==> src/logic/fpc_regs.svh <==
// register offsets, field positions and fixed values of the flash programming controller
`ifndef FPC_REGS_SVH
`define FPC_REGS_SVH
`define FPC_OFS_CONTROL 8'h00
`define FPC_OFS_ADDRESS 8'h04
`define FPC_OFS_DATA 8'h08
`define FPC_OFS_COMMAND 8'h0C
`define FPC_OFS_TRIGGER 8'h10
`define FPC_OFS_DFBASE 8'h14
`define FPC_OFS_ACCESS 8'h18
`define FPC_OFS_STATUS 8'h40
`define FPC_BIT_FAIL 6
`define FPC_BIT_LOADER_UPD 5
`define FPC_BIT_CONFIG_UPD 4
`define FPC_BIT_APP_UPD 3
`define FPC_BIT_BOOT 1
`define FPC_BIT_EN 0
`define FPC_BIT_GO 0
`define FPC_BIT_LOW_FREQ 4
`define FPC_DF_BASE 32'h0001_F000
`define FPC_DF_END 32'h0002_0000
`define FPC_CMD_READ 6'h00
`define FPC_CMD_UID 6'h04
`define FPC_CMD_MID 6'h0B
`define FPC_CMD_PROG 6'h21
`define FPC_CMD_ERASE 6'h22
`define FPC_CMD_REMAP 6'h2E
`define FPC_KEY0 8'h59
`define FPC_KEY1 8'h16
`define FPC_KEY2 8'h88
`define FPC_LD_BASE 32'h0010_0000
`define FPC_LD_END 32'h0010_1000
`define FPC_CFG_BASE 32'h0030_0000
`define FPC_CFG_END 32'h0030_0008
`define FPC_PAGE_LSB 9
`endif

==> src/logic/fpc_pkg.sv <==
// types of the flash programming controller
package fpc_pkg;
    typedef enum logic [1:0] {FPC_IDLE, FPC_CHECK, FPC_WAIT} fpc_state_e;
    typedef enum logic [1:0] {
        FPC_REG_APP, FPC_REG_LOADER, FPC_REG_CONFIG, FPC_REG_NONE
    } fpc_region_e;
endpackage

==> src/logic/fpc_controller.sv <==
// register front end and command sequencer of the flash programming controller
//
// The implementer's own choice: the address-and-strobe port.
`timescale 1ns/100ps
`default_nettype none
`include "fpc_regs.svh"
module fpc_controller
    import fpc_pkg::*;
#(
    parameter int FLASH_WORDS = 16384,
    parameter int APP_BYTES = 65536,
    parameter logic [31:0] MAKER_ID = 32'h0000_0055, // arbitrary value
    parameter logic [31:0] UNIQUE_ID0 = 32'h1111_1111, // arbitrary value
    parameter logic [31:0] UNIQUE_ID1 = 32'h2222_2222, // arbitrary value
    parameter logic [31:0] UNIQUE_ID2 = 32'h3333_3333 // arbitrary value
) (
    input wire logic clock,
    input wire logic reset,
    input wire logic [7:0] reg_address,
    input wire logic [31:0] reg_write_data,
    input wire logic reg_write,
    input wire logic reg_read,
    output logic [31:0] reg_read_data,
    input wire logic key_write,
    input wire logic [7:0] key_byte,
    output logic protect_unlocked,
    input wire logic cold_reset,
    input wire logic [1:0] boot_select_cfg,
    input wire logic running_from_loader,
    output logic flash_request,
    output logic [1:0] flash_op,
    output logic [31:0] flash_address,
    output logic [31:0] flash_write_data,
    input wire logic flash_done,
    input wire logic [31:0] flash_read_data,
    output logic [11:0] vector_remap_page,
    output logic low_freq_optimisation
);
    // the array holds at most 16K words and the application region must fit in it
    if (FLASH_WORDS < 1 || FLASH_WORDS > 16384
        || APP_BYTES > FLASH_WORDS * 4) begin : g_size_check
        $error("fpc_controller: flash size out of range");
    end
    localparam logic [1:0] OP_READ = 2'h0;
    localparam logic [1:0] OP_PROG = 2'h1;
    localparam logic [1:0] OP_ERASE = 2'h2;

    function automatic fpc_region_e region_of(input logic [31:0] a);
        // data flash counts as application space for the self-write check
        if (a < 32'(APP_BYTES) || (a >= `FPC_DF_BASE && a < `FPC_DF_END)) begin
            return FPC_REG_APP;
        end else if (a >= `FPC_LD_BASE && a < `FPC_LD_END) begin
            return FPC_REG_LOADER;
        end else if (a >= `FPC_CFG_BASE && a < `FPC_CFG_END) begin
            return FPC_REG_CONFIG;
        end
        return FPC_REG_NONE;
    endfunction

    // control, trigger and access-time bits
    logic fail_q;
    logic loader_upd_q;
    logic config_upd_q;
    logic app_upd_q;
    logic boot_q;
    logic en_q;
    logic go_q;
    logic low_freq_q;

    // operation registers
    logic [31:0] addr_q;
    logic [31:0] data_q;
    logic [5:0] cmd_q;
    logic [11:0] remap_q;
    logic [31:0] rdata_q;

    // sequencer
    logic req_q;
    logic [1:0] op_q;
    logic boot_loaded_q;
    fpc_state_e state_q;
    fpc_state_e state_d;

    // two-flop synchronisers, first and second stage
    logic [1:0] cfg_s1_q;
    logic [1:0] cfg_s2_q;
    logic cold_s1_q;
    logic cold_s2_q;
    logic run_s1_q;
    logic run_s2_q;
    logic done_s1_q;
    logic done_s2_q;

    wire logic unlocked;
    wire logic any_access = reg_write || reg_read;
    fpc_unlock u_unlock (
        .clock(clock),
        .reset(reset),
        .key_write(key_write),
        .key_byte(key_byte),
        .other_access(any_access),
        .unlocked(unlocked)
    );


    // bus decode on the full byte offset; a misaligned offset reads as unmapped
    wire logic wr_ctrl = reg_write && reg_address == `FPC_OFS_CONTROL;
    wire logic wr_addr = reg_write && reg_address == `FPC_OFS_ADDRESS;
    wire logic wr_data = reg_write && reg_address == `FPC_OFS_DATA;
    wire logic wr_cmd = reg_write && reg_address == `FPC_OFS_COMMAND;
    wire logic wr_trig = reg_write && reg_address == `FPC_OFS_TRIGGER;
    wire logic wr_acc = reg_write && reg_address == `FPC_OFS_ACCESS;
    wire logic wr_stat = reg_write && reg_address == `FPC_OFS_STATUS;
    wire logic prot_ok = unlocked;
    wire logic wr_ctrl_p = wr_ctrl && prot_ok;
    // fail flag is clearable through control or status bit 6
    wire logic fail_clear = prot_ok && ((wr_ctrl && reg_write_data[`FPC_BIT_FAIL])
                            || (wr_stat && reg_write_data[`FPC_BIT_FAIL]));
    // a trigger while busy is ignored, not queued; software polls the busy bit
    wire logic go_start = wr_trig && prot_ok && reg_write_data[`FPC_BIT_GO] && !go_q;


    // request checking
    wire fpc_region_e tgt_region = region_of(addr_q);
    wire fpc_region_e run_region = run_s2_q ? FPC_REG_LOADER : FPC_REG_APP;
    wire logic cmd_is_write = cmd_q == `FPC_CMD_PROG || cmd_q == `FPC_CMD_ERASE;
    wire logic cmd_known = cmd_is_write || cmd_q == `FPC_CMD_REMAP || cmd_q == `FPC_CMD_READ
                           || cmd_q == `FPC_CMD_UID || cmd_q == `FPC_CMD_MID;
    // the running region comes from the pin, not from boot select, which names the next boot
    wire logic err_app_self = cmd_is_write && tgt_region == FPC_REG_APP
                              && run_region == FPC_REG_APP && !app_upd_q;
    wire logic err_ld_self = cmd_is_write && tgt_region == FPC_REG_LOADER
                             && (run_region == FPC_REG_LOADER || !loader_upd_q);
    wire logic err_cfg = cmd_is_write && tgt_region == FPC_REG_CONFIG
                         && !config_upd_q;
    wire logic err_range = (cmd_q == `FPC_CMD_READ || cmd_is_write) && tgt_region == FPC_REG_NONE
                           || (cmd_q == `FPC_CMD_REMAP
                               && (tgt_region == FPC_REG_NONE || tgt_region == FPC_REG_CONFIG))
                           || !cmd_known;
    // disabled function refuses any operation as well
    wire logic any_error = err_app_self || err_ld_self || err_cfg || err_range || !en_q;

    // id and remap commands finish inside the block and never touch the array
    wire logic needs_flash = cmd_q == `FPC_CMD_READ || cmd_is_write;
    wire logic [1:0] uid_sel = addr_q[3:2];
    wire logic [31:0] uid_word = uid_sel == 2'h0 ? UNIQUE_ID0 :
                                 uid_sel == 2'h1 ? UNIQUE_ID1 : UNIQUE_ID2;
    wire logic [1:0] op_of_cmd = cmd_q == `FPC_CMD_PROG ? OP_PROG :
                                 cmd_q == `FPC_CMD_ERASE ? OP_ERASE : OP_READ;

    // a command of the given code accepted in the cycle the sequencer checks it
    function automatic logic accepted(input logic [5:0] c);
        return state_q == FPC_CHECK && !any_error && cmd_q == c;
    endfunction


    always_comb begin
        state_d = state_q;
        unique case (state_q)
            FPC_IDLE: begin
                if (go_start) begin
                    state_d = FPC_CHECK;
                end
            end
            FPC_CHECK: begin
                // an error never reaches the flash
                if (!any_error && needs_flash) begin
                    state_d = FPC_WAIT;
                end else begin
                    state_d = FPC_IDLE;
                end
            end
            FPC_WAIT: begin
                if (done_s2_q) begin
                    state_d = FPC_IDLE;
                end
            end
            default: begin
                state_d = FPC_IDLE;
            end
        endcase
    end

    // pin synchronisers run through reset, so the boot load sees settled values
    always_ff @(posedge clock) begin
        cfg_s1_q <= boot_select_cfg;
        cfg_s2_q <= cfg_s1_q;
        cold_s1_q <= cold_reset;
        cold_s2_q <= cold_s1_q;
        run_s1_q <= running_from_loader;
        run_s2_q <= run_s1_q;
    end

    // done is cleared by reset so that no stale completion survives it
    always_ff @(posedge clock) begin
        if (reset) begin
            done_s1_q <= 1'b0;
            done_s2_q <= 1'b0;
        end else begin
            done_s1_q <= flash_done;
            done_s2_q <= done_s1_q;
        end
    end

    always_ff @(posedge clock) begin
        if (reset) begin
            state_q <= FPC_IDLE;
            go_q <= 1'b0;
            req_q <= 1'b0;
            op_q <= OP_READ;
        end else begin
            state_q <= state_d;
            // busy until the sequence returns to idle
            go_q <= go_start || (go_q && state_d != FPC_IDLE);
            req_q <= state_q == FPC_CHECK && state_d == FPC_WAIT;
            if (state_q == FPC_CHECK) begin
                op_q <= op_of_cmd;
            end
        end
    end

    // boot select is loaded once after a cold reset release; warm resets keep it
    always_ff @(posedge clock) begin
        if (reset) begin
            boot_loaded_q <= 1'b0;
        end else begin
            boot_loaded_q <= 1'b1;
        end
    end

    // fail flag: set beats clear when both land in one cycle
    always_ff @(posedge clock) begin
        if (reset) begin
            fail_q <= 1'b0;
        end else if (state_q == FPC_CHECK && any_error) begin
            fail_q <= 1'b1;
        end else if (fail_clear) begin
            fail_q <= 1'b0;
        end
    end

    // enables change only through an unlocked control write
    always_ff @(posedge clock) begin
        if (reset) begin
            loader_upd_q <= 1'b0;
            config_upd_q <= 1'b0;
            app_upd_q <= 1'b0;
            en_q <= 1'b0;
        end else if (wr_ctrl_p) begin
            loader_upd_q <= reg_write_data[`FPC_BIT_LOADER_UPD];
            config_upd_q <= reg_write_data[`FPC_BIT_CONFIG_UPD];
            app_upd_q <= reg_write_data[`FPC_BIT_APP_UPD];
            en_q <= reg_write_data[`FPC_BIT_EN];
        end
    end

    // the access-time bit only tunes the array's read timing; nothing here depends on it
    always_ff @(posedge clock) begin
        if (reset) begin
            low_freq_q <= 1'b0;
        end else if (wr_acc && prot_ok) begin
            low_freq_q <= reg_write_data[`FPC_BIT_LOW_FREQ];
        end
    end

    // boot select is not cleared by reset; it holds the source of the next boot, not the running one
    always_ff @(posedge clock) begin
        if (!boot_loaded_q && cold_s2_q) begin
            boot_q <= ~cfg_s2_q[0];
        end else if (wr_ctrl_p) begin
            boot_q <= reg_write_data[`FPC_BIT_BOOT];
        end
    end

    always_ff @(posedge clock) begin
        if (reset) begin
            addr_q <= 32'h0000_0000;
            data_q <= 32'h0000_0000;
            cmd_q <= 6'h00;
            remap_q <= 12'h000;
        end else begin
            if (wr_addr) begin
                addr_q <= reg_write_data;
            end
            if (state_q == FPC_WAIT && done_s2_q && op_q == OP_READ) begin
                data_q <= flash_read_data;
            end else if (accepted(`FPC_CMD_UID)) begin
                data_q <= uid_word;
            end else if (accepted(`FPC_CMD_MID)) begin
                data_q <= MAKER_ID;
            end else if (wr_data && !go_q) begin
                data_q <= reg_write_data;
            end
            if (wr_cmd) begin
                cmd_q <= reg_write_data[5:0];
            end
            if (accepted(`FPC_CMD_REMAP)) begin
                remap_q <= addr_q[20:`FPC_PAGE_LSB];
            end
        end
    end

    // read mux; reserved bits and unmapped offsets return zero
    wire logic [31:0] ctrl_view = {25'h0, fail_q, loader_upd_q, config_upd_q, app_upd_q,
                                   1'b0, boot_q, en_q};
    wire logic [31:0] stat_view = {11'h0, remap_q, 2'h0, fail_q, 3'h0, cfg_s2_q, go_q};
    wire logic [31:0] rd_mux = reg_address == `FPC_OFS_CONTROL ? ctrl_view :
                               reg_address == `FPC_OFS_ADDRESS ? addr_q :
                               reg_address == `FPC_OFS_DATA ? data_q :
                               reg_address == `FPC_OFS_COMMAND ? {26'h0, cmd_q} :
                               reg_address == `FPC_OFS_TRIGGER ? {31'h0, go_q} :
                               reg_address == `FPC_OFS_DFBASE ? `FPC_DF_BASE :
                               reg_address == `FPC_OFS_ACCESS ? {27'h0, low_freq_q, 4'h0} :
                               reg_address == `FPC_OFS_STATUS ? stat_view : 32'h0000_0000;
    always_ff @(posedge clock) begin
        if (reset) begin
            rdata_q <= 32'h0000_0000;
        end else if (reg_read) begin
            rdata_q <= rd_mux;
        end
    end

    assign reg_read_data = rdata_q;
    assign protect_unlocked = unlocked;
    // one whole word per program request, aligned to the word
    assign flash_request = req_q;
    assign flash_op = op_q;
    assign flash_address = {addr_q[31:2], 2'b00};
    assign flash_write_data = data_q;
    assign vector_remap_page = remap_q;
    // the array reads this bit directly; it is held in a flop so it never glitches
    assign low_freq_optimisation = low_freq_q;
endmodule
`default_nettype wire

==> src/logic/fpc_unlock.sv <==
// protection unlock: three key bytes in a row open the protected bits
`timescale 1ns/100ps
`default_nettype none
`include "fpc_regs.svh"
module fpc_unlock (
    input wire logic clock,
    input wire logic reset,
    input wire logic key_write,
    input wire logic [7:0] key_byte,
    input wire logic other_access,
    output logic unlocked
);
    logic [1:0] step_q;
    logic [1:0] step_d;
    logic open_q;
    logic open_d;
    wire logic k0 = key_byte == `FPC_KEY0;
    wire logic k1 = key_byte == `FPC_KEY1;
    wire logic k2 = key_byte == `FPC_KEY2;
    // any other access breaks the sequence
    assign step_d = other_access ? 2'h0 :
                    !key_write ? step_q :
                    (step_q == 2'h1 && k1) ? 2'h2 :
                    (step_q == 2'h2 && k2) ? 2'h3 :
                    k0 ? 2'h1 : 2'h0;
    // a key write of a byte that is none of the three key values locks again while open
    assign open_d = (key_write && step_q == 2'h2 && k2) ? 1'b1 :
                    (key_write && !(k0 || k1 || k2)) ? 1'b0 : open_q;
    always_ff @(posedge clock) begin
        if (reset) begin
            step_q <= 2'h0;
            open_q <= 1'b0;
        end else begin
            step_q <= step_d;
            open_q <= open_d;
        end
    end
    assign unlocked = open_q;
endmodule
`default_nettype wire
==> config.mk <==
export PLATFORM = sky130hd
export DESIGN_NAME = fpc_controller
export DESIGN_NICKNAME = d
export VERILOG_FILES = /design/src/logic/fpc_pkg.sv /design/src/logic/fpc_controller.sv /design/src/logic/fpc_unlock.sv
export VERILOG_INCLUDE_DIRS = /design/src /design/src/logic
export SDC_FILE = /design/constraint.sdc
export NUM_CORES = 1
export LEC_CHECK = 0
export ABC_AREA = 1
export BUFFER_PORTS_ARGS = -buffer_cell sky130_fd_sc_hd__clkbuf_2
export CORE_ASPECT_RATIO = 1.2
export CORE_MARGIN = 8
export CORE_UTILIZATION = 52
export CTS_CLUSTER_DIAMETER = 120
export CTS_CLUSTER_SIZE = 24
export DETAILED_ROUTE_END_ITERATION = 12
export GPL_TIMING_DRIVEN = 0
export PLACE_DENSITY = 0.8
export SYNTH_ARGS = -nofsm -noshare
export SYNTH_HDL_FRONTEND = slang
export SYNTH_SLANG_ARGS = --single-unit
==> constraint.sdc <==
create_clock -name clock -period 2.5 [get_ports clock]
set_input_delay 0.125 -clock clock [delete_from_list [all_inputs] [get_ports clock]]
set_output_delay 0.125 -clock clock [all_outputs]
set_load 0.01 [all_outputs]
==> flow_summary.ini <==
[run_status]
outcome = complete, but fails checks
violations = negative hold slack

[floorplan]
rows = 46
die_area_um2 = 17500
chipWidth_um = 122
core_area_um2 = 13200
start_util_pct = 53.2
ios = 203
die_h_um = 143

[sta]
min_period_over_period_pct = 96.1
slew_viol_final = 0
setup_viol = 0
finalSetupTns_ps = 0
fin_ws_ps = 97.1
rsz0062_at_grt = no
slew_headroom_pct = 41.7
tightest_slew_ps = 866
whs_ps = -2.60
skew_ps = 10.7
timing.fmax_ghz = 0.416
hold_violations = 1
fin_crit_ps = 2400

[routing]
drt-vias-per-instance = 5.29
firstDrtPassIters = 5
drc = 0
drtIter0Drc = 618
wl_um = 25800
num_vias = 7711
ant_nets = 0
wl_per_cell_um = 17.7

[synthesis]
async_flop_share_pct = 0
synth_most_common_cell = nor2_1
synth_enable_flop_cells = 1
synth-seq-cells = 141
synth_seq_area_share_pct = 40.2
syn_inst = 1021
synth_cell_types = 46
syn_avg_cell_area_um2 = 6.89
ys_top_cells_by_area = dfxtp_1, nor2_1, nand2_1
synth_ff_type = dfxtp_1
netlist_top_cells_count = nor2_1, nand2_1, dfxtp_1
yosys_warnings = 0
yosys.area.top_type_share_pct = 39.8
netlist_area_um2 = 7040
synth_top_area_cell = dfxtp_1

[global_route]
antenna_found_initial = 0
grt-ovfl-total = 0
grt_start_max_net_pins = 17
grt_pass1_vias = 7593
grt_usage_pct = 28.9
grt_pass1_wl_um = 39200

[power_and_ir_drop]
ir_worst_vdd_mv = 0.361
powerDensity_nw_per_um2 = 545
leakagePower_uw = 0.00448

[placed_design]
gp_congestion = 0.904
hpwl_um = 19200
io_buffers = 200
dp_slack_ps = -163

[clock_tree]
max-clock-path-buffers = 2
cts-root-buf = clkbuf_16
clk_pin_slew_ps = 60
cts.sinks = 141
cts_tree = done
htree_levels = 4
clk_latency_ps = 440
numCtsBuffers = 17

[critical_path]
r2r_end = flash_write_data[9]
reg2reg_slack_ps = 100
crit_path_end = flash_write_data[9]
crit_fanout = 10
critPathArrivalTime_ps = 2730
startpoint = addr_q[21]
crit_type = reg2reg
rr_startpoint = addr_q[21]
start_kind = register
end_kind = register
cp.required_ps = 2830
reg2reg_depth = 14

[flow_run]
maxCapViolCount = 0

[final_layout]
nets = 1366
areaGrowthSynthToFinish_pct = 31.0
diodes = 0
layout-drive-gt1-share_pct = 26.6

[worst_hold_path]
min_path_type = in2reg
report_power, final:
part / total, uW / switching [uW] / internal [uW]
logic: 296 / 169 / 127
registers: 2270 / 8.28 / 2260
clock network: 2460 / 1030 / 1430
total: 5020 / 1210 / 3820
what timing repair did:
item,in CTS,in global routing
hold buffers,33,0
buffers inserted,0,2
gates resized for setup,0,16
endpoints found under the setup margin,1,35
endpoints found under the hold margin,33,0
pin swaps,1,6
metrics by stage:
stage | utilization, % | std cells | total power, uW | hold slack (ps) | cell area (um2)
after floorplan | - | 1022 | 2440 | 153 | 7040
after global placement | 62.4 | 1390 | 2570 | 228 | 8250
after detailed placement | 62.4 | 1390 | 2570 | 229 | 8250
after CTS | 69.1 | 1455 | 5000 | 6.12 | 9150
after global routing | 69.7 | 1457 | 5130 | 13.2 | 9220
final | 69.7 | 1457 | 5020 | -2.60 | 9220
cell families (layout without fill, tap and decap cells):
logic type | after synthesis | count (layout) | synth area share [%]
other | 1 | 2 | 0.0533
buffers and inverters | 219 | 486 | 14.5
and+or+nand+nor | 455 | 455 | 28.1
AOI/OAI and AO/OA | 205 | 205 | 17.1
DFF | 141 | 141 | 40.2
state kept, by name (all words and copies together) (netlist names), 2 cells and up:
register / count
flash_write_data: 32
vector_remap_page: 12
cmd_q: 6
u_unlock.step_q: 2
state_q: 2
cfg_s1_q: 2
cfg_s2_q: 2
addr_q: 32
reg_read_data: 32
flash_op: 2
routing by layer:
layer | wire length [um] | global-route usage (%) | vias up | part of all wire (%)
li1 | - | - | 3737 | -
met1 | 9850 | 32.7 | 3483 | 38
met2 | 12300 | 48.5 | 403 | 48
met3 | 2490 | 7.77 | 88 | 9.6
met4 | 1140 | 15.5 | 0 | 4.4
met5 | 0 | 0 | - | 0
how the worst min path moves through the flow:
stage | start | endpoint | slack (ps) | cells past startpoint
after floorplan | boot_select_cfg[0] | cfg_s1_q[0] | 150 | 0
after global routing | flash_read_data[18] | flash_write_data[18] | 10 | 5
final | flash_read_data[15] | flash_write_data[15] | -3 | 5
after global placement | boot_select_cfg[1] | cfg_s1_q[1] | 230 | 1
after CTS | flash_read_data[15] | flash_write_data[15] | 6 | 5
after detailed placement | boot_select_cfg[1] | cfg_s1_q[1] | 230 | 1
layout by cell type (no fill, tap or decap), types with 4 or more instances in the layout:
| cell type | count |
|---|---|
| clkbuf_2 | 200 |
| nor2_4 | 4 |
| nor2_1 | 184 |
| a21oi_1 | 68 |
| a221oi_1 | 9 |
| dlygate4sd3_1 | 33 |
| dfxtp_1 | 139 |
| nand3_1 | 19 |
| nand2_1 | 169 |
| clkinv_2 | 4 |
| clkbuf_16 | 18 |
| inv_2 | 6 |
| nand2_2 | 32 |
| nor2_2 | 12 |
| nor3_1 | 12 |
| nor4_1 | 4 |
| o22ai_1 | 4 |
| clkbuf_1 | 33 |
| o21ai_0 | 83 |
| a32o_1 | 6 |
| clkinvlp_4 | 4 |
| nand4_1 | 7 |
| inv_1 | 139 |
| o21ai_1 | 4 |
| buf_4 | 34 |
| a22o_1 | 12 |
| o211ai_1 | 7 |
worst max-delay path, cell delays in order, from the launching register on:
cell and delay, ps:
dfxtp_1 470, inv_2 80, nor3_1 200, nand2_1 80, nor2_1 100, nand4_1 150, a21oi_4 270, nand4_4 220
nand2_4 180, inv_2 80, nand2_8 90, buf_12 160, nand2_2 80, nor2_1 100, nor2_1 50
area by class of cell:
cell class                      instances  area (um2)
Fill cell                            1147        4020
Multi-Input combinational cell        662        3240
Sequential cell                       141        2830
Timing Repair Buffer                  235        1350
Inverter                              145         544
Buffer                                 74         478
Clock buffer                           19         454
Tap cell                              168         210
Clock inverter                         13         115
(Power assumes the default switching activity.)
